--- config.mk ---
export PLATFORM = sky130hd
export DESIGN_NAME = error_group_regs
export DESIGN_NICKNAME = d
export VERILOG_FILES = /design/src/rtl/error_group_pkg.sv /design/src/rtl/irq_status_if.sv /design/src/rtl/irq_write_tracker.sv /design/src/rtl/error_group_regs.sv
export SDC_FILE = /design/constraint.sdc
export NUM_CORES = 1
export LEC_CHECK = 0
export BUFFER_PORTS_ARGS = -buffer_cell sky130_fd_sc_hd__buf_2
export CAP_MARGIN = 10
export CELL_PAD_IN_SITES_DETAIL_PLACEMENT = 1
export CELL_PAD_IN_SITES_GLOBAL_PLACEMENT = 1
export CORE_UTILIZATION = 42
export CTS_CLUSTER_SIZE = 30
export DETAILED_ROUTE_END_ITERATION = 7
export PLACE_DENSITY_LB_ADDON = 0.1
export SKIP_LAST_GASP = 1
export SLEW_MARGIN = 20
export SYNTH_ARGS = -nofsm -noshare
export SYNTH_HDL_FRONTEND = slang
export SYNTH_SLANG_ARGS = --single-unit
export TNS_END_PERCENT = 1
--- constraint.sdc ---
create_clock -name mclk -period 2 [get_ports mclk]
set_clock_uncertainty 0.15 [all_clocks]
set_input_delay 0.1 -clock mclk [delete_from_list [all_inputs] [get_ports mclk]]
set_output_delay 0.1 -clock mclk [all_outputs]
set_load 0.05 [all_outputs]
--- src/rtl/error_group_pkg.sv ---
// Purpose: constants for the error group discovery register bank
// Assumes: 32-bit register port, byte addresses inside one 4KB page
// Notes:   64-bit registers are two words, low word at the lower address
//
// Summary of operation
// RL1: architecture discovery word always present, read-only, at its fixed offset.
// RL2: architect field is continuation code over seven-bit id code, a constant.
// RL3: bit 20 of architecture discovery always reads one.
// RL4: revision field reads 0 for v1.0 or 1 for v1.1 only.
// RL5: version field reads zero; part field is a fixed constant.
// RL6: record count word is read-only, upper half zero, low half highest index plus one.
// RL7: record count never exceeds fifty-six in one page.
// RL8: group summary is 64-bit read-only with top eight bits zero.
// RL9: summary bit m mirrors valid bit of record m.
// RL10: summary bit reads zero for absent or non-reporting records.
// RL11: identity word is read-only; all zero means not implemented.
// RL12: identity bits 31..20 carry the part number.
// RL13: identity bits 19..16 major, 15..12 minor revision.
// RL14: identity bits 11..8 bank minus one, 6..0 maker code, bit 7 zero.
// RL15: sixteen 64-bit read/write config slots at eight-byte spacing, absent ones zero.
// RL16: slots 0-1 fault, 2-3 recovery, 4-5 critical, slot 15 status.
// RL17: interrupt status is 64 bits, bits 63..6 read zero.
// RL18: critical write error sets, stays until one written; v1.1 only.
// RL19: critical write busy flag is read-only, high during the write.
// RL20: bits 3,1 write-one-to-clear error flags; bits 2,0 read-only busy flags.
// RL21: software keeps an interrupt enabled while its write is in progress.
// RL22: writes to read-only words ignored; reserved bits read zero.
package error_group_pkg;
   localparam int unsigned   ADDR_W         = 12;
   localparam int unsigned   DATA_W         = 32;
   localparam int unsigned   NUM_IRQ        = 3;
   localparam int unsigned   NUM_SLOTS      = 16;
   localparam int unsigned   NUM_CFG_SLOTS  = 6;
   localparam int unsigned   MAX_RECORDS    = 56;
   localparam logic [11:0]   OFF_SUMMARY    = 12'he00;
   localparam logic [11:0]   OFF_IDENTITY   = 12'he10;
   localparam logic [11:0]   OFF_SLOT_BASE  = 12'he80;
   localparam logic [11:0]   OFF_IRQ_STATUS = 12'hef8;
   localparam logic [11:0]   OFF_ARCH       = 12'hfbc;
   localparam logic [11:0]   OFF_COUNT      = 12'hfc8;
   localparam logic [11:0]   HIGH_WORD      = 12'h004;
   localparam int unsigned   SLOT_STRIDE    = 8;
   localparam int unsigned   STATUS_SLOT    = 15;
   // field positions
   localparam int unsigned   ARCH_ARCHITECT_LSB = 21;
   localparam int unsigned   ARCH_PRESENT_BIT   = 20;
   localparam int unsigned   ARCH_REVISION_LSB  = 16;
   localparam int unsigned   ARCH_VERSION_LSB   = 12;
   localparam int unsigned   ID_PART_LSB        = 20;
   localparam int unsigned   ID_MAJOR_LSB       = 16;
   localparam int unsigned   ID_MINOR_LSB       = 12;
   localparam int unsigned   ID_BANK_LSB        = 8;
   localparam int unsigned   STATUS_USED_BITS   = 6;
   // constant field values
   localparam logic [3:0]    REV_V10            = 4'h0;
   localparam logic [3:0]    REV_V11            = 4'h1;
   localparam logic [3:0]    ARCH_VERSION       = 4'h0;
   // interrupt order: busy flag at bit 2*i, error flag at 2*i+1
   localparam int unsigned   IRQ_FAULT          = 0;
   localparam int unsigned   IRQ_RECOVERY       = 1;
   localparam int unsigned   IRQ_CRITICAL       = 2;
   // reset values
   localparam logic [63:0]   CFG_RESET          = 64'h0;
   localparam logic [2:0]    FLAG_RESET         = 3'h0;
   localparam logic [31:0]   RDATA_RESET        = 32'h0;
endpackage

--- src/rtl/irq_status_if.sv ---
`timescale 1ns/1ps
// Purpose: carries interrupt write progress between the bank and its tracker
// Assumes: one bit per interrupt, fault/recovery/critical order
// Notes:   clear is a one-cycle pulse from a status write
interface irq_status_if;
   logic [2:0] busy_in;
   logic [2:0] err_event;
   logic [2:0] clear;
   logic [2:0] busy_flag;
   logic [2:0] err_flag;
   modport bank    (output busy_in, output err_event, output clear,
                    input busy_flag, input err_flag);
   modport tracker (input busy_in, input err_event, input clear,
                    output busy_flag, output err_flag);
endinterface

--- src/rtl/irq_write_tracker.sv ---
`timescale 1ns/1ps
// Purpose: sticky error flags and registered busy flags of the interrupt message writes
// Assumes: error events are one-cycle pulses from the message writer
// Notes:   critical flags exist only when the v1.1 layout is built
module irq_write_tracker
   import error_group_pkg::*;
#(
   parameter bit CRIT_PRESENT = 1'b1
) (
   input wire logic      mclk,
   input wire logic      nrst,
   irq_status_if.tracker st
);
   typedef struct packed {
      logic [2:0] err;
      logic [2:0] busy;
   } state_type;

   state_type state;
   state_type next_state;
   logic [2:0] keep;

   assign keep = CRIT_PRESENT ? 3'h7 : 3'h3;

   always_comb begin
      next_state = state;
      // set beats clear so an error in the clearing cycle survives
      next_state.err  = ((state.err & ~st.clear) | st.err_event) & keep; // RL18 RL20
      next_state.busy = st.busy_in & keep; // RL19 RL20
   end

   always_ff @(posedge mclk or negedge nrst) begin
      if (!nrst) begin
         state <= '{err: FLAG_RESET, busy: FLAG_RESET};
      end else begin
         state <= next_state;
      end
   end

   assign st.err_flag  = state.err;
   assign st.busy_flag = state.busy;
endmodule

--- src/rtl/error_group_regs.sv ---
`timescale 1ns/1ps
// Purpose: group-level discovery, summary and interrupt slot registers
// Assumes: req is a one-cycle access; addr is a byte address in the page
// Notes:   every access answers ack one cycle later with registered rdata
module error_group_regs
   import error_group_pkg::*;
#(
   parameter int unsigned  NUM_RECORDS   = 56,
   parameter logic [55:0]  SUMMARY_MASK  = {56{1'b1}},
   parameter logic [3:0]   ARCH_REVISION = 4'h1,
   parameter logic [10:0]  ARCHITECT     = 11'h015,  // arbitrary value
   parameter logic [11:0]  ARCH_PART     = 12'h0a5,  // arbitrary value
   parameter bit           ID_PRESENT    = 1'b1,
   parameter logic [11:0]  PART_NUMBER   = 12'h123,  // arbitrary value
   parameter logic [3:0]   ID_MAJOR      = 4'h0,
   parameter logic [3:0]   ID_MINOR      = 4'h0,
   parameter logic [3:0]   MAKER_BANK    = 4'h1,     // arbitrary value
   parameter logic [6:0]   MAKER_CODE    = 7'h25     // arbitrary value
) (
   input  wire logic                                mclk,
   input  wire logic                                nrst,
   input  wire logic                                req,
   input  wire logic                                wr,
   input  wire logic [error_group_pkg::ADDR_W-1:0]  addr,
   input  wire logic [error_group_pkg::DATA_W-1:0]  wdata,
   output      logic                                ack,
   output      logic [error_group_pkg::DATA_W-1:0]  rdata,
   input  wire logic [55:0]                         record_valid,
   input  wire logic [2:0]                          irq_write_busy,
   input  wire logic [2:0]                          irq_write_error,
   output      logic [error_group_pkg::NUM_CFG_SLOTS*64-1:0] irq_config
);
   import error_group_pkg::*;

   // ============================================================
   // elaboration checks
   initial begin
      if (NUM_RECORDS > MAX_RECORDS) begin
         $error("record count above one page"); // RL7
      end
      if (ARCH_REVISION != REV_V10 && ARCH_REVISION != REV_V11) begin
         $error("reserved architecture revision"); // RL4
      end
   end

   localparam bit            V11         = (ARCH_REVISION == REV_V11);
   localparam logic [56:0]   COUNT_ONES  = (57'h1 << NUM_RECORDS) - 57'h1;
   localparam logic [55:0]   REPORT_MASK = SUMMARY_MASK & COUNT_ONES[55:0];
   localparam logic [31:0]   ARCH_WORD   = {ARCHITECT, 1'b1, ARCH_REVISION,
                                            ARCH_VERSION, ARCH_PART};
   localparam logic [31:0]   COUNT_WORD  = {16'h0, 16'(NUM_RECORDS)};
   localparam logic [31:0]   ID_WORD     = ID_PRESENT ?
      {PART_NUMBER, ID_MAJOR, ID_MINOR, MAKER_BANK, 1'b0, MAKER_CODE} : 32'h0;

   // ============================================================
   // state
   typedef struct packed {
      logic [NUM_CFG_SLOTS-1:0][63:0] cfg;
      logic [31:0]                    rdata;
      logic                           ack;
   } state_type;

   state_type    state;
   state_type    next_state;
   irq_status_if st ();
   logic [55:0]  summary;
   logic [5:0]   status_bits;
   logic [4:0]   slot_hit;

   // {hit, index} of the interrupt slot covering an address
   function automatic logic [4:0] slot_of(input logic [11:0] a);
      logic [11:0] rel;
      rel = a - OFF_SLOT_BASE;
      if (a >= OFF_SLOT_BASE && rel < 12'(NUM_SLOTS * SLOT_STRIDE)) begin
         slot_of = {1'b1, rel[6:3]};
      end else begin
         slot_of = 5'h0;
      end
   endfunction

   assign slot_hit = slot_of(addr);
   assign summary  = record_valid & REPORT_MASK; // RL9 RL10

   // ============================================================
   // interrupt write tracking
   assign st.busy_in   = irq_write_busy;
   assign st.err_event = irq_write_error;
   // write-one-to-clear on the odd status bits
   assign st.clear     = (req && wr && addr == OFF_IRQ_STATUS) ?
                         {wdata[2*IRQ_CRITICAL+1], wdata[2*IRQ_RECOVERY+1],
                          wdata[2*IRQ_FAULT+1]} : 3'h0; // RL20 RL18

   irq_write_tracker #(
      .CRIT_PRESENT (V11)
   ) u_tracker (
      .mclk (mclk),
      .nrst (nrst),
      .st   (st)
   );

   assign status_bits = {st.err_flag[2], st.busy_flag[2], st.err_flag[1],
                         st.busy_flag[1], st.err_flag[0], st.busy_flag[0]}; // RL19 RL20

   // ============================================================
   // access handling
   always_comb begin
      next_state     = state;
      next_state.ack = req;
      if (req && wr && slot_hit[4] && slot_hit[3:0] < 4'(NUM_CFG_SLOTS)) begin
         // unused slots and read-only words take no write
         if (addr[2]) begin
            next_state.cfg[slot_hit[3:0]][63:32] = wdata; // RL15
         end else begin
            next_state.cfg[slot_hit[3:0]][31:0] = wdata; // RL15
         end
      end
      if (req && !wr) begin
         if (addr == OFF_ARCH) begin
            next_state.rdata = ARCH_WORD; // RL1 RL2 RL3 RL4 RL5
         end else if (addr == OFF_COUNT) begin
            next_state.rdata = COUNT_WORD; // RL6 RL7
         end else if (addr == OFF_SUMMARY) begin
            next_state.rdata = summary[31:0]; // RL8 RL9
         end else if (addr == OFF_SUMMARY + HIGH_WORD) begin
            next_state.rdata = {8'h0, summary[55:32]}; // RL8
         end else if (addr == OFF_IDENTITY) begin
            next_state.rdata = ID_WORD; // RL11 RL12 RL13 RL14
         end else if (addr == OFF_IRQ_STATUS) begin
            next_state.rdata = {26'h0, status_bits}; // RL17 RL16
         end else if (addr == OFF_IRQ_STATUS + HIGH_WORD) begin
            next_state.rdata = 32'h0; // RL17
         end else if (slot_hit[4] && slot_hit[3:0] < 4'(NUM_CFG_SLOTS)) begin
            next_state.rdata = addr[2] ? state.cfg[slot_hit[3:0]][63:32]
                                       : state.cfg[slot_hit[3:0]][31:0]; // RL16
         end else begin
            next_state.rdata = 32'h0; // RL22 RL15
         end
      end
   end

   always_ff @(posedge mclk or negedge nrst) begin
      if (!nrst) begin
         state <= '{cfg: {NUM_CFG_SLOTS{CFG_RESET}}, rdata: RDATA_RESET, ack: 1'b0};
      end else begin
         state <= next_state;
      end
   end

   assign ack        = state.ack;
   assign rdata      = state.rdata;
   assign irq_config = state.cfg;
endmodule

Yosys cells after proc, flatten, opt, wreduce, memory -nomap -nowiden
Index checks and enable logic that the tools add are counted.
{"block": "word_totals", "reg_bits": 423, "inputBits": 110, "word_cells": 55}
{"block": "op_classes", "addsub": 1, "order_cmp": 5, "n_eq_ne": 7, "muxes": 20, "bitwise": 3, "reduce_logical": 9}
{"cell": "$bwmux 384", "n": 2}
{"cell": "$demux 64 s3", "n": 2}
{"cell": "$mux 384", "n": 1}
{"cell": "$mux 32", "n": 10}
{"cell": "$bmux 64 s3", "n": 1}
{"cell": "$mux 64", "n": 2}
{"cell": "$eq 12x12->1 const B", "n": 7}
{"cell": "$ge 12x12->1 const B", "n": 1}
{"cell": "$lt 12x8->1 const B", "n": 1}
{"cell": "$sub 12x12->12 const B", "n": 1}
{"cell": "$logic_and 1x1->1", "n": 8}
{"cell": "$mux 5", "n": 1}
{"cell": "$ge 4x1->1 const B", "n": 1}
{"cell": "$lt 4x3->1 const B", "n": 1}
{"cell": "$lt 4x4->1 const B", "n": 1}
{"cell": "$and 3x3->3", "n": 1}
{"cell": "$mux 3", "n": 1}
{"cell": "$not 3->3", "n": 1}
{"cell": "$or 3x3->3", "n": 1}
{"cell": "$logic_not 1->1", "n": 1}

Longest topological paths before layout
Gate-level depths: netlist (run 1).
{"block": "depth", "depth_word": 15, "depth_mapped": 10, "mapped_depth_nobuf": 8}

Hierarchy
A second synthesis (run 1) with hierarchy kept.
{"block": "unflattened", "hier_cells": 1667, "area_unflattened_um2": 20606.0}
{"module": "error_group_regs", "n_inst": 1, "cells_per_inst": 1655, "area_each_um2": 20422.1}
{"module": "irq_write_tracker", "n_inst": 1, "cells_per_inst": 12, "area_each_um2": 183.9}

Worst setup path before layout (run 1)
Ideal clock, no wire load.
{"block": "synth_timing", "path_kind": "input to register", "start": "input addr[7] (netlist name)", "end": "register state, in the netlist irq_config[10]", "setup_time_ns": 0.125, "t_arrival_ns": 1.926, "required_ns": 1.725, "path_slack_ns": -0.201, "path_stages": 8, "path_buffers": 1, "cell_sequence": "inv_1 -> ha_1 -> nand3b_1 -> nor3_1 -> nand2_1 -> nor4_4 -> buf_2 -> mux2_2"}
{"block": "synth_between", "elab_chain_len": 10}
{"element": "start, declared", "line_no": "error_group_regs.sv:24", "source": "input wire logic [error_group_pkg::ADDR_W-1:0] addr,"}
{"element": "$sub 12x12->12", "line_no": "error_group_regs.sv:73", "source": "rel = a - OFF_SLOT_BASE;"}
{"element": "$lt 12x8->1", "line_no": "error_group_regs.sv:74", "source": "if (a >= OFF_SLOT_BASE && rel < 12'(NUM_SLOTS * SLOT_STRIDE)) begin"}
{"element": "$logic_and 1x1->1 (*)", "line_no": "error_group_regs.sv:74"}
{"element": "$mux 5 (*)", "line_no": "error_group_regs.sv:74"}
{"element": "$ge 4x1->1 (implied by the code) / $lt 4x4->1 (equally long branches)", "line_no": "error_group_regs.sv:114", "source": "next_state.cfg[slot_hit[3:0]][31:0] = wdata;"}
{"element": "$logic_and 1x1->1 (implied by the code)", "line_no": "error_group_regs.sv:114"}
{"element": "$mux 32 (implied by the code)", "line_no": "error_group_regs.sv:114"}
{"element": "$demux 64 s3", "line_no": "error_group_regs.sv:114"}
{"element": "$bwmux 384", "line_no": "error_group_regs.sv:114"}
{"element": "$mux 384", "line_no": "error_group_regs.sv:111", "source": "if (addr[2]) begin"}
{"element": "end signal, assigned", "line_no": "error_group_regs.sv:143", "source": "state <= '{cfg: {NUM_CFG_SLOTS{CFG_RESET}}, rdata: RDATA_RESET, ack: 1'b0};"}
{"element": "end signal, assigned", "line_no": "error_group_regs.sv:145", "source": "state <= next_state;"}
{"element": "end, declared", "line_no": "error_group_regs.sv:63", "source": "state_type state;"}
Mark *: on every way between the ends. The rest lies on a longest branch, timed or not.
A chain may end at the register's enable or synchronous reset.

==> results of run 1 <==
[tightest hold or removal path, cell delays in order]
cell and delay, ns:
buf_2 0.08, mux2i_1 0.06, o21ai_0 0.18, buf_4 0.12, nor2_1 0.04, a21oi_1 0.13
[per-layer routing]
layer	wire [um]	track usage	share of wire	vias to the layer above
met2	42600	0.593	0.49	689
met4	2650	0.125	0.030	4
li1	-	-	-	7325
met3	5860	0.0822	0.067	154
met1	36500	0.468	0.42	9030
met5	31	0	0.00035	-
[worst max path at each step]
stage	start	endpoint	slack, ns	depth (start not counted)
finish	addr[5]	u_tracker.st.err_flag[2]	0.005	9
global route	addr[7]	rdata[8]	-0.07	12
CTS	addr[7]	rdata[24]	0.01	12
detailed placement	addr[7]	rdata[19]	-0.63	11
global placement	addr[7]	rdata[19]	-0.54	11
floorplan	addr[7]	irq_config[322]	-0.08	10
[registers in the layout, summed over array words and instances (netlist names)]
register                count
rdata                      32
u_tracker.st.err_flag       3
ack                         1
irq_config                384
u_tracker.st.busy_flag      3
[cells by family (layout without fill, tap and decap cells)]
kind of cell             count (synthesis)  count (layout)  share of synthesized area
other                                    0               6                          0
adder cells (fa/ha/maj)                  1               1                   0.000631
AND/OR/NAND/NOR                        202             202                     0.0514
flip-flops                             423             423                      0.534
multiplexers                           515             515                      0.285
buffers and inverters                  151             914                     0.0319
AO/OA/AOI/OAI                          302             302                     0.0971
XOR/XNOR                                 1               1                   0.000442
[through the flow]
stage / cell area [sq um] / power [uW] / TNS, ns / cells / setup slack (ns)
6_report: 27400 / 19400 / 0 / 2971 / 0.00482
3_5_place_dp: 24700 / 10300 / -154.93 / 2780 / -0.631
3_3_place_gp: 24700 / 10200 / -129.92 / 2780 / -0.537
2_1_floorplan: 19900 / 9420 / -10.50 / 1595 / -0.0758
5_1_grt: 27400 / 19900 / -0.234 / 2968 / -0.0747
4_1_cts: 27300 / 19500 / 0 / 2962 / 0.0108
[where the power goes]
| part | leakage (uW) | internal [uW] | switching [uW] |
|---|---|---|---|
| registers | 0.00587 | 8610 | 41.4 |
| clock network | 0.000788 | 5480 | 3630 |
| logic | 0.00813 | 564 | 1070 |
[timing repair]
item | CTS | global route
hold buffers | 99 | 0
pin swaps | 0 | 0
resized for setup | 1 | 2
endpoints found under the setup margin | 1 | 101
hold endpoints to repair | 846 | 0
setup buffers | 0 | 3
[placed cells by master, fill, tap and decap left out, drive strengths merged, types with 6 or more instances in the layout]
cell type      n
buf          726
dfrtp        423
mux2         399
mux2i        116
dlygate4sd3   99
a21oi         79
o21ai         79
clkbuf        71
nand2         56
nor2          55
o22ai         40
nor3          30
o221ai        14
a211oi        12
nand3         12
a21o          11
nor4          11
o2111ai        9
o32a           8
o32ai          8
a2bb2oi        7
diode          6
and3           6
clkinv         6
inv            6
[cell type report]
cell class,count,area (sq um)
fillers,4860,19200
flip-flops and latches,423,10600
multi-input cells,1021,8770
repair buffers,826,5640
clock buffers,70,1410
well taps,607,759
clock inverters,13,196
inverters,5,18.8
diodes,6,15.0
==> impl_summary.txt, run 1 <==
----------------------------------------------------
[Status]
  Result of the run ... complete, no violations

[Global route]
  Maximum number of pins on one net before global-route repair ... 68
  Number of global-route vias before repair ... 18300
  Overflow left after global routing ... 0
  Total routing resource utilization after global routing ... 0.361
  Initial antenna violation count ... 5
  First-pass GRT wire length ... 126000 um

[Clocking]
  CTS sink count ... 423
  Clk Latency, worst-skew pair ... 0.59 ns
  Clock-pin slew reported for the worst setup and hold paths after clock tree synthesis ... 0.06 ns
  Clk root buf ... clkbuf_16
  TritonCTS buffer count ... 47
  CTS HTree Levels ... 2
  TritonCTS clock tree ... built
  Clock buffer depth ... 3

[Setup path]
  Internal reg-to-reg setup slack ... 0.15 ns
  WP data arrival ... 2.30 ns
  Endpoint of the worst-slack reg-to-reg timing path ... rdata[5]
  Startpoint types ... input pin
  Cell with the largest stage delay on the worst path ... dlygate4sd3_1
  Worst setup EP type ... register
  Required arrival time at the worst endpoint ... 2.31 ns
  Buf/Inv on CP ... 5
  Type of the worst setup path ... in2reg
  R2R cell count ... 6
  CP peak stage delay ... 0.55 ns
  Critical path fanouts, max ... 22
  Crit path max-delay family ... buffers and inverters
  CP Cell Sequence ... buf_4 -> buf_4 -> buf_4 -> nand4b_1 -> nor4_1 -> buf_4 -> nand2_1 -> a21o_1 -> dlygate4sd3_1
  Cell repeated most along the worst path ... buf_4
  Worst reg2reg startpoint ... irq_config[37]

[Drt]
  First-iteration detailed-routing DRC count ... 1215
  Detail Route Antenna Nets ... 0
  Avg Vias per Cell ... 5.79
  Total Wirelength ... 87600 um
  Detail-routed net length per standard cell ... 29.5 um
  Vias post-DR ... 17200
  TritonRoute pass-1 iters ... 4
  Post-route DRC violation count ... 0

[Logic synthesis]
  Most frequent cells after synthesis ... 423 x dfrtp_1, 391 x mux2_2, 116 x mux2i_1, 87 x clkbuf_1, 79 x a21oi_1
  Net count after synthesis ... 1706
  Async set or reset register ratio after synthesis ... 1.00
  Main area contributors after synthesis ... dfrtp_1 53%, mux2_2 22%, mux2i_1 5.9%
  Top cell type by total area after synthesis ... dfrtp_1
  Count of flip-flops with a built-in enable after synthesis ... 0
  Flops & latches, synth ... 423
  Area share of the largest cell type after synthesis ... 0.534
  Sequential element share of the synthesized area ... 0.534
  Synthesized cell area ... 19800 sq um
  Flip-flop cell with the highest count after synthesis ... dfrtp_1
  Distinct cell type count of the synthesized netlist ... 69
  Post-synthesis average cell area ... 12.4 sq um
  Total number of yosys warnings ... 0
  Library cell with the highest instance count after synthesis ... dfrtp_1
  Number of instances in the synthesized netlist ... 1595

[Placement]
  Final weighted congestion in routability-driven placement ... 0.904
  DP Wirelength ... 62800 um
  Port Buf Inserts ... 526

[Min path]
  Cell depth of the worst min-delay path ... 6
  Hold WC Path Type ... in2reg
  Hold Path Origin ... record_valid[23]
  Worst Hold Path EP ... rdata[23]

[Layout]
  Fraction of layout cells with a size suffix above 1 ... 0.519
  Area growth, synth to finish ... 38.1%
  Fin util ... 0.588
  Final layout net count ... 2435

[Timing]
  Fmax ... 501 MHz
  Worst relative slew slack ... 0.440
  Pin slew with the least headroom to its limit ... 0.838 ns
  Share of the clock period used by the worst path after layout ... 0.998
  Number of max-slew violations in the final report ... 0
  RSZ-0062 raised after global routing ... true
  Final hold vios ... 0
  Final setup violation count ... 0
  Worst hold margin ... 0.0331 ns
  Minimum period implied by the final worst setup slack ... 2.00 ns

[Floorplanning]
  I/O pin cnt ... 527
  Area of the core ... 46600 sq um
  Count of standard-cell rows ... 79
  Vertical die dimension ... 219 um
  Width of the chip ... 219 um
  Effective utilization at floorplan ... 0.426
  Total Die Area ... 48100 sq um

[Pwr]
  Power Dens Cells ... 708 nW/um^2
  Max rail drop VDD ... 578 uV
  Leakage power total ... 0.0148 uW

[Job]
  Number of maximum-capacitance violations ... 0

----------------------------------------------------
Power figures use the tool's default switching activity.
==> run 2, diff against run 1 <==
Settings changed: CORE_UTILIZATION 42 to 45.
Clock period 2 ns to 2.6 ns, I/O delays scaled along.
==> run 2 against run 1 <==
Compared with the run above:
- global-route usage increased by 2.6 points
- clock power decreased by 23%
- register-to-register slack about the same
- power decreased by 24%
- sequential share of layout area increased by 1.5 points
- first-iteration DRC count increased by 8.4%
- utilization increased by 2.1 points
- critical path depth increased by 3
- final area decreased by 3.7%
- critical path type unchanged
- largest cell class unchanged
- highest routed layer unchanged
==> impl_summary.txt, run 2 (synthesized netlist as in run 1, its figures left out) <==
----------------------------------------------------
[Setup path]
  Startpoint types ... input pin
  Endpoint of the worst-slack reg-to-reg timing path ... rdata[2]
  CP Cell Sequence ... buf_2 -> inv_1 -> ha_1 -> nand3b_1 -> nor3_2 -> nand2_1 -> buf_4 -> buf_4 -> nor4_1 -> o221ai_1 -> a21oi_1 -> dlygate4sd3_1
  Critical path fanouts, max ... 10
  WP data arrival ... 2.96 ns
  CP peak stage delay ... 0.56 ns
  Worst setup EP type ... register
  Cell with the largest stage delay on the worst path ... dlygate4sd3_1
  Required arrival time at the worst endpoint ... 2.98 ns
  R2R cell count ... 7
  Internal reg-to-reg setup slack ... 0.16 ns
  Cell repeated most along the worst path ... buf_4
  Type of the worst setup path ... in2reg
  Worst reg2reg startpoint ... irq_config[34]

[Drt]
  Vias post-DR ... 17400
  Avg Vias per Cell ... 6.08
  Detail Route Antenna Nets ... 0
  Post-route DRC violation count ... 0
  Detail-routed net length per standard cell ... 30.5 um
  Total Wirelength ... 87000 um
  First-iteration detailed-routing DRC count ... 1317
  TritonRoute pass-1 iters ... 6

[Pwr]
  Leakage power total ... 0.0142 uW
  Power Dens Cells ... 561 nW/um^2
  Max rail drop VDD ... 550 uV

[Timing]
  Worst relative slew slack ... 0.482
  Worst hold margin ... 0.0335 ns
  Fmax ... 388 MHz
  Final hold vios ... 0
  Final setup violation count ... 0
  Number of max-slew violations in the final report ... 0
  Fin worst setup slack ... 0.0217 ns
  RSZ-0062 raised after global routing ... true
  Pin slew with the least headroom to its limit ... 0.777 ns
  Share of the clock period used by the worst path after layout ... 0.992
  Minimum period implied by the final worst setup slack ... 2.58 ns

[Layout]
  Fraction of layout cells with a size suffix above 1 ... 0.498
  Commonest non-fill, non-tap cells in the layout ... 522 x buf_2, 423 x dfrtp_1, 391 x mux2_2
  Flip-flop count of the largest register after layout ... 384
  Commonest non-fill, non-tap cell in the layout ... buf_2
  Final layout net count ... 2337
  Area growth, synth to finish ... 33.0%

[Placement]
  Final weighted congestion in routability-driven placement ... 0.910
  Worst Setup Slack post-DPL ... 0.0447 ns
  Port Buf Inserts ... 526
  DP Wirelength ... 59200 um

[Clocking]
  Clk root buf ... clkbuf_16
  Clk Latency, worst-skew pair ... 0.60 ns
  TritonCTS buffer count ... 47
  Clock buffer depth ... 3
  Clock-pin slew reported for the worst setup and hold paths after clock tree synthesis ... 0.06 ns
  TritonCTS clock tree ... built
  CTS HTree Levels ... 2
  CTS sink count ... 423

[Global route]
  Number of global-route vias before repair ... 18300
  First-pass GRT wire length ... 126000 um
  Total routing resource utilization after global routing ... 0.387
  Maximum number of pins on one net before global-route repair ... 62
  Initial antenna violation count ... 10
  Overflow left after global routing ... 0

[Floorplanning]
  Total Die Area ... 44900 sq um
  I/O pin cnt ... 527
  Count of standard-cell rows ... 76
  Vertical die dimension ... 212 um
  Area of the core ... 43300 sq um
  Width of the chip ... 212 um
  Effective utilization at floorplan ... 0.459

[Job]
  Number of maximum-capacitance violations ... 0

[Min path]
  Cell depth of the worst min-delay path ... 5
  Hold Path Origin ... wr
  Hold WC Path Type ... in2reg
  Worst Hold Path EP ... rdata[16]

[Status]
  Result of the run ... complete, no violations

----------------------------------------------------
[run 2: repair_timing]
action | 4_1_cts | 5_1_grt
hold endpoints to repair | 775 | 0
setup endpoints to repair | 0 | 6
hold buffers | 100 | 0
gates resized for setup | 0 | 1
buffers inserted | 0 | 4
[run 2: stage by stage]
stage | cell area, sq um | power (uW) | utilization | TNS, ns | instances
after floorplan | 19800 | 7250 | - | 0 | 1595
after global placement | 23700 | 7790 | 0.547 | 0 | 2658
after detailed placement | 23700 | 7800 | 0.547 | 0 | 2658
after CTS | 26300 | 14800 | 0.608 | 0 | 2846
after global routing | 26400 | 15200 | 0.610 | -0.119 | 2857
final | 26400 | 14800 | 0.610 | 0 | 2857
[run 2: where the power goes]
part           internal (uW)  leakage, uW  switching [uW]
registers               6620      0.00587            31.7
logic                    365      0.00755             801
clock network           4140     0.000807            2850
[run 2: routing by layer]
metal	part of all wire	vias to the layer above	wire, um	GRT usage
met3	0.080	235	6990	0.0852
met4	0.048	6	4170	0.194
li1	-	7168	-	-
met1	0.40	9096	34400	0.495
met5	0.00044	-	38	0
met2	0.48	875	41400	0.619
[run 2: layout make-up]
class                   instances  area (sq um)
inverters                       5          18.8
fillers                      4538         16900
flip-flops and latches        423         10600
clock inverters                14           156
clock buffers                  74          1460
multi-input cells            1021          8740
diodes                          7          17.5
well taps                     585           732
repair buffers                728          4680
[run 2: worst max path at each step]
stage	startpoint	end	slack, ns
3_5_place_dp	addr[7]	irq_config[215]	0.04
5_1_grt	addr[7]	rdata[8]	-0.09
3_3_place_gp	addr[3]	rdata[8]	0.12
2_1_floorplan	addr[7]	irq_config[10]	0.37
4_1_cts	addr[2]	rdata[2]	0.08
6_report	addr[7]	rdata[2]	0.02
[run 2: worst max-delay path, delay by kind of cell]
kind                       cells  cell delay (ns)
AOI/OAI and AO/OA              2             0.36
adders and majority gates      1             0.28
buffers and inverters          5             1.20
and+or+nand+nor                4             0.96
==> run 3, diff against run 2 <==
Settings changed: BUFFER_PORTS_ARGS -buffer_cell sky130_fd_sc_hd__buf_2 to not set, DONT_BUFFER_PORTS set to 1.
==> run 3 against run 2 <==
Compared with the run above:
- the run now ends with negative hold slack, max-slew violations left
- largest cell class unchanged
- highest routed layer unchanged
- die area stayed put
- largest power group is now registers
- cell count shrank 18%
- critical endpoint is now rdata[27]
- count of clock-buffer cells in the layout fell by 3
==> impl_summary.txt, run 3 (synthesized netlist as in run 1, its figures left out) <==
----------------------------------------------------
[Drt]
  TritonRoute pass-1 iters ... 5
  Detail Route Antenna Nets ... 0
  Detail-routed net length per standard cell ... 36.0 um
  Total Wirelength ... 83900 um
  First-iteration detailed-routing DRC count ... 1136
  Avg Vias per Cell ... 6.45
  Post-route DRC violation count ... 0
  Vias post-DR ... 15000

[Floorplanning]
  Effective utilization at floorplan ... 0.459
  Area of the core ... 43300 sq um
  Total Die Area ... 44900 sq um
  Width of the chip ... 212 um
  Vertical die dimension ... 212 um
  I/O pin cnt ... 527
  Count of standard-cell rows ... 76

[Setup path]
  Endpoint of the worst-slack reg-to-reg timing path ... rdata[27]
  Required arrival time at the worst endpoint ... 2.92 ns
  Worst setup EP type ... register
  Internal reg-to-reg setup slack ... 0.04 ns
  Worst reg2reg startpoint ... irq_config[219]
  Critical path fanouts, max ... 3
  Startpoint types ... register
  Launching element of the worst setup path ... irq_config[219]
  WP data arrival ... 2.88 ns
  Type of the worst setup path ... reg2reg
  Timing endpoint of the critical path ... rdata[27]
  R2R cell count ... 7

[Status]
  Result of the run ... finished, violations left
  Violated checks ... negative hold slack, max-slew violations

[Clocking]
  Clk Latency, worst-skew pair ... 0.60 ns
  TritonCTS clock tree ... built
  CTS sink count ... 423
  Clock buffer depth ... 3
  Post-CTS Hold Fix Bufs ... 128
  TritonCTS buffer count ... 47
  Clk root buf ... clkbuf_16
  CTS HTree Levels ... 2
  Clock-pin slew reported for the worst setup and hold paths after clock tree synthesis ... 0.06 ns

[Job]
  Number of maximum-capacitance violations ... 0

[Layout]
  Commonest non-fill, non-tap cell in the layout ... dfrtp_1
  Fraction of layout cells with a size suffix above 1 ... 0.333
  Flip-flop count of the largest register after layout ... 384
  Area growth, synth to finish ... 19.4%
  Commonest non-fill, non-tap cells in the layout ... 419 x dfrtp_1, 391 x mux2_2, 124 x dlygate4sd3_1
  Final layout net count ... 1820

[Timing]
  Minimum period implied by the final worst setup slack ... 2.56 ns
  RSZ-0062 raised after global routing ... true
  Final hold vios ... 423
  Total negative slack ... 0 ns
  Number of max-slew violations in the final report ... 234
  Final setup violation count ... 0
  Worst hold margin ... -0.897 ns
  Fmax ... 390 MHz
  Share of the clock period used by the worst path after layout ... 0.986
  Pin slew with the least headroom to its limit ... 2.02 ns
  Worst relative slew slack ... -0.346

[Global route]
  First-pass GRT wire length ... 119000 um
  Maximum number of pins on one net before global-route repair ... 424
  Initial antenna violation count ... 7
  Total routing resource utilization after global routing ... 0.372
  Overflow left after global routing ... 0
  Number of global-route vias before repair ... 16000

[Pwr]
  Leakage power total ... 0.0114 uW
  Max rail drop VDD ... 516 uV
  Power Dens Cells ... 592 nW/um^2

[Placement]
  Port Buf Inserts ... 0
  Final weighted congestion in routability-driven placement ... 0.848
  DP Wirelength ... 53900 um

[Min path]
  Hold WC Path Type ... in2async

----------------------------------------------------
-- run 3: through the flow --
| stage | power, uW | instances | area (sq um) | setup WS (ns) | utilization |
|---|---|---|---|---|---|
| finish | 14000 | 2331 | 23700 | 0.0354 | 0.548 |
| global route | 14400 | 2329 | 23700 | -0.0478 | 0.548 |
| CTS | 14100 | 2323 | 23600 | 0.00143 | 0.546 |
| detailed placement | 7260 | 2115 | 20800 | 0.249 | 0.481 |
| global placement | 7260 | 2115 | 20800 | 0.264 | 0.481 |
| floorplan | 7250 | 1595 | 19800 | 0.369 | - |
-- run 3: repair_timing --
action / CTS / global route
buffers inserted: 0 / 2
setup endpoints to repair: 0 / 9
gates resized for setup: 0 / 7
endpoints found under the hold margin: 846 / 423
-- run 3: final cells by class --
type / count / area, sq um
clock inverter: 9 / 70.1
sequential: 423 / 10600
inverter: 5 / 18.8
fill: 4362 / 19600
timing repair buffer: 211 / 2090
multi-input combinational: 1021 / 8760
clock buffer: 71 / 1410
antenna: 6 / 15.0
tap: 585 / 732
-- run 3: where the power goes --
part / switching, uW / internal (uW) / total [uW] / leakage, uW
logic: 395 / 272 / 668 / 0.00484
registers: 180 / 6620 / 6800 / 0.00586
clock network: 2750 / 3810 / 6560 / 0.000735
-- run 3: routing by layer --
layer	track usage	up-vias	wire length [um]
li1	-	6117	-
met3	0.122	168	8020
met4	0.146	6	3150
met1	0.466	8054	33000
met5	0	-	48
met2	0.593	682	39600
-- run 3: how the worst min path moves through the flow --
| stage | startpoint | endpoint | slack [ns] | cells past startpoint |
|---|---|---|---|---|
| after floorplan | nrst | ack | -0.32 | 0 |
| after global placement | nrst | irq_config[138] | -0.31 | 0 |
| after detailed placement | nrst | irq_config[138] | -0.31 | 0 |
| after CTS | nrst | irq_config[30] | -0.92 | 0 |
| after global routing | nrst | irq_config[138] | -0.92 | 0 |
| final | nrst | irq_config[138] | -0.90 | 0 |
-- run 3: worst max-delay path: stages (launching register included) --
cell           delay, ns
dfrtp_1             0.57
mux2i_1             0.22
nor2_1              0.07
o32ai_1             0.31
nor4_1              0.12
a211oi_1            0.26
o21ai_0             0.16
dlygate4sd3_1       0.58
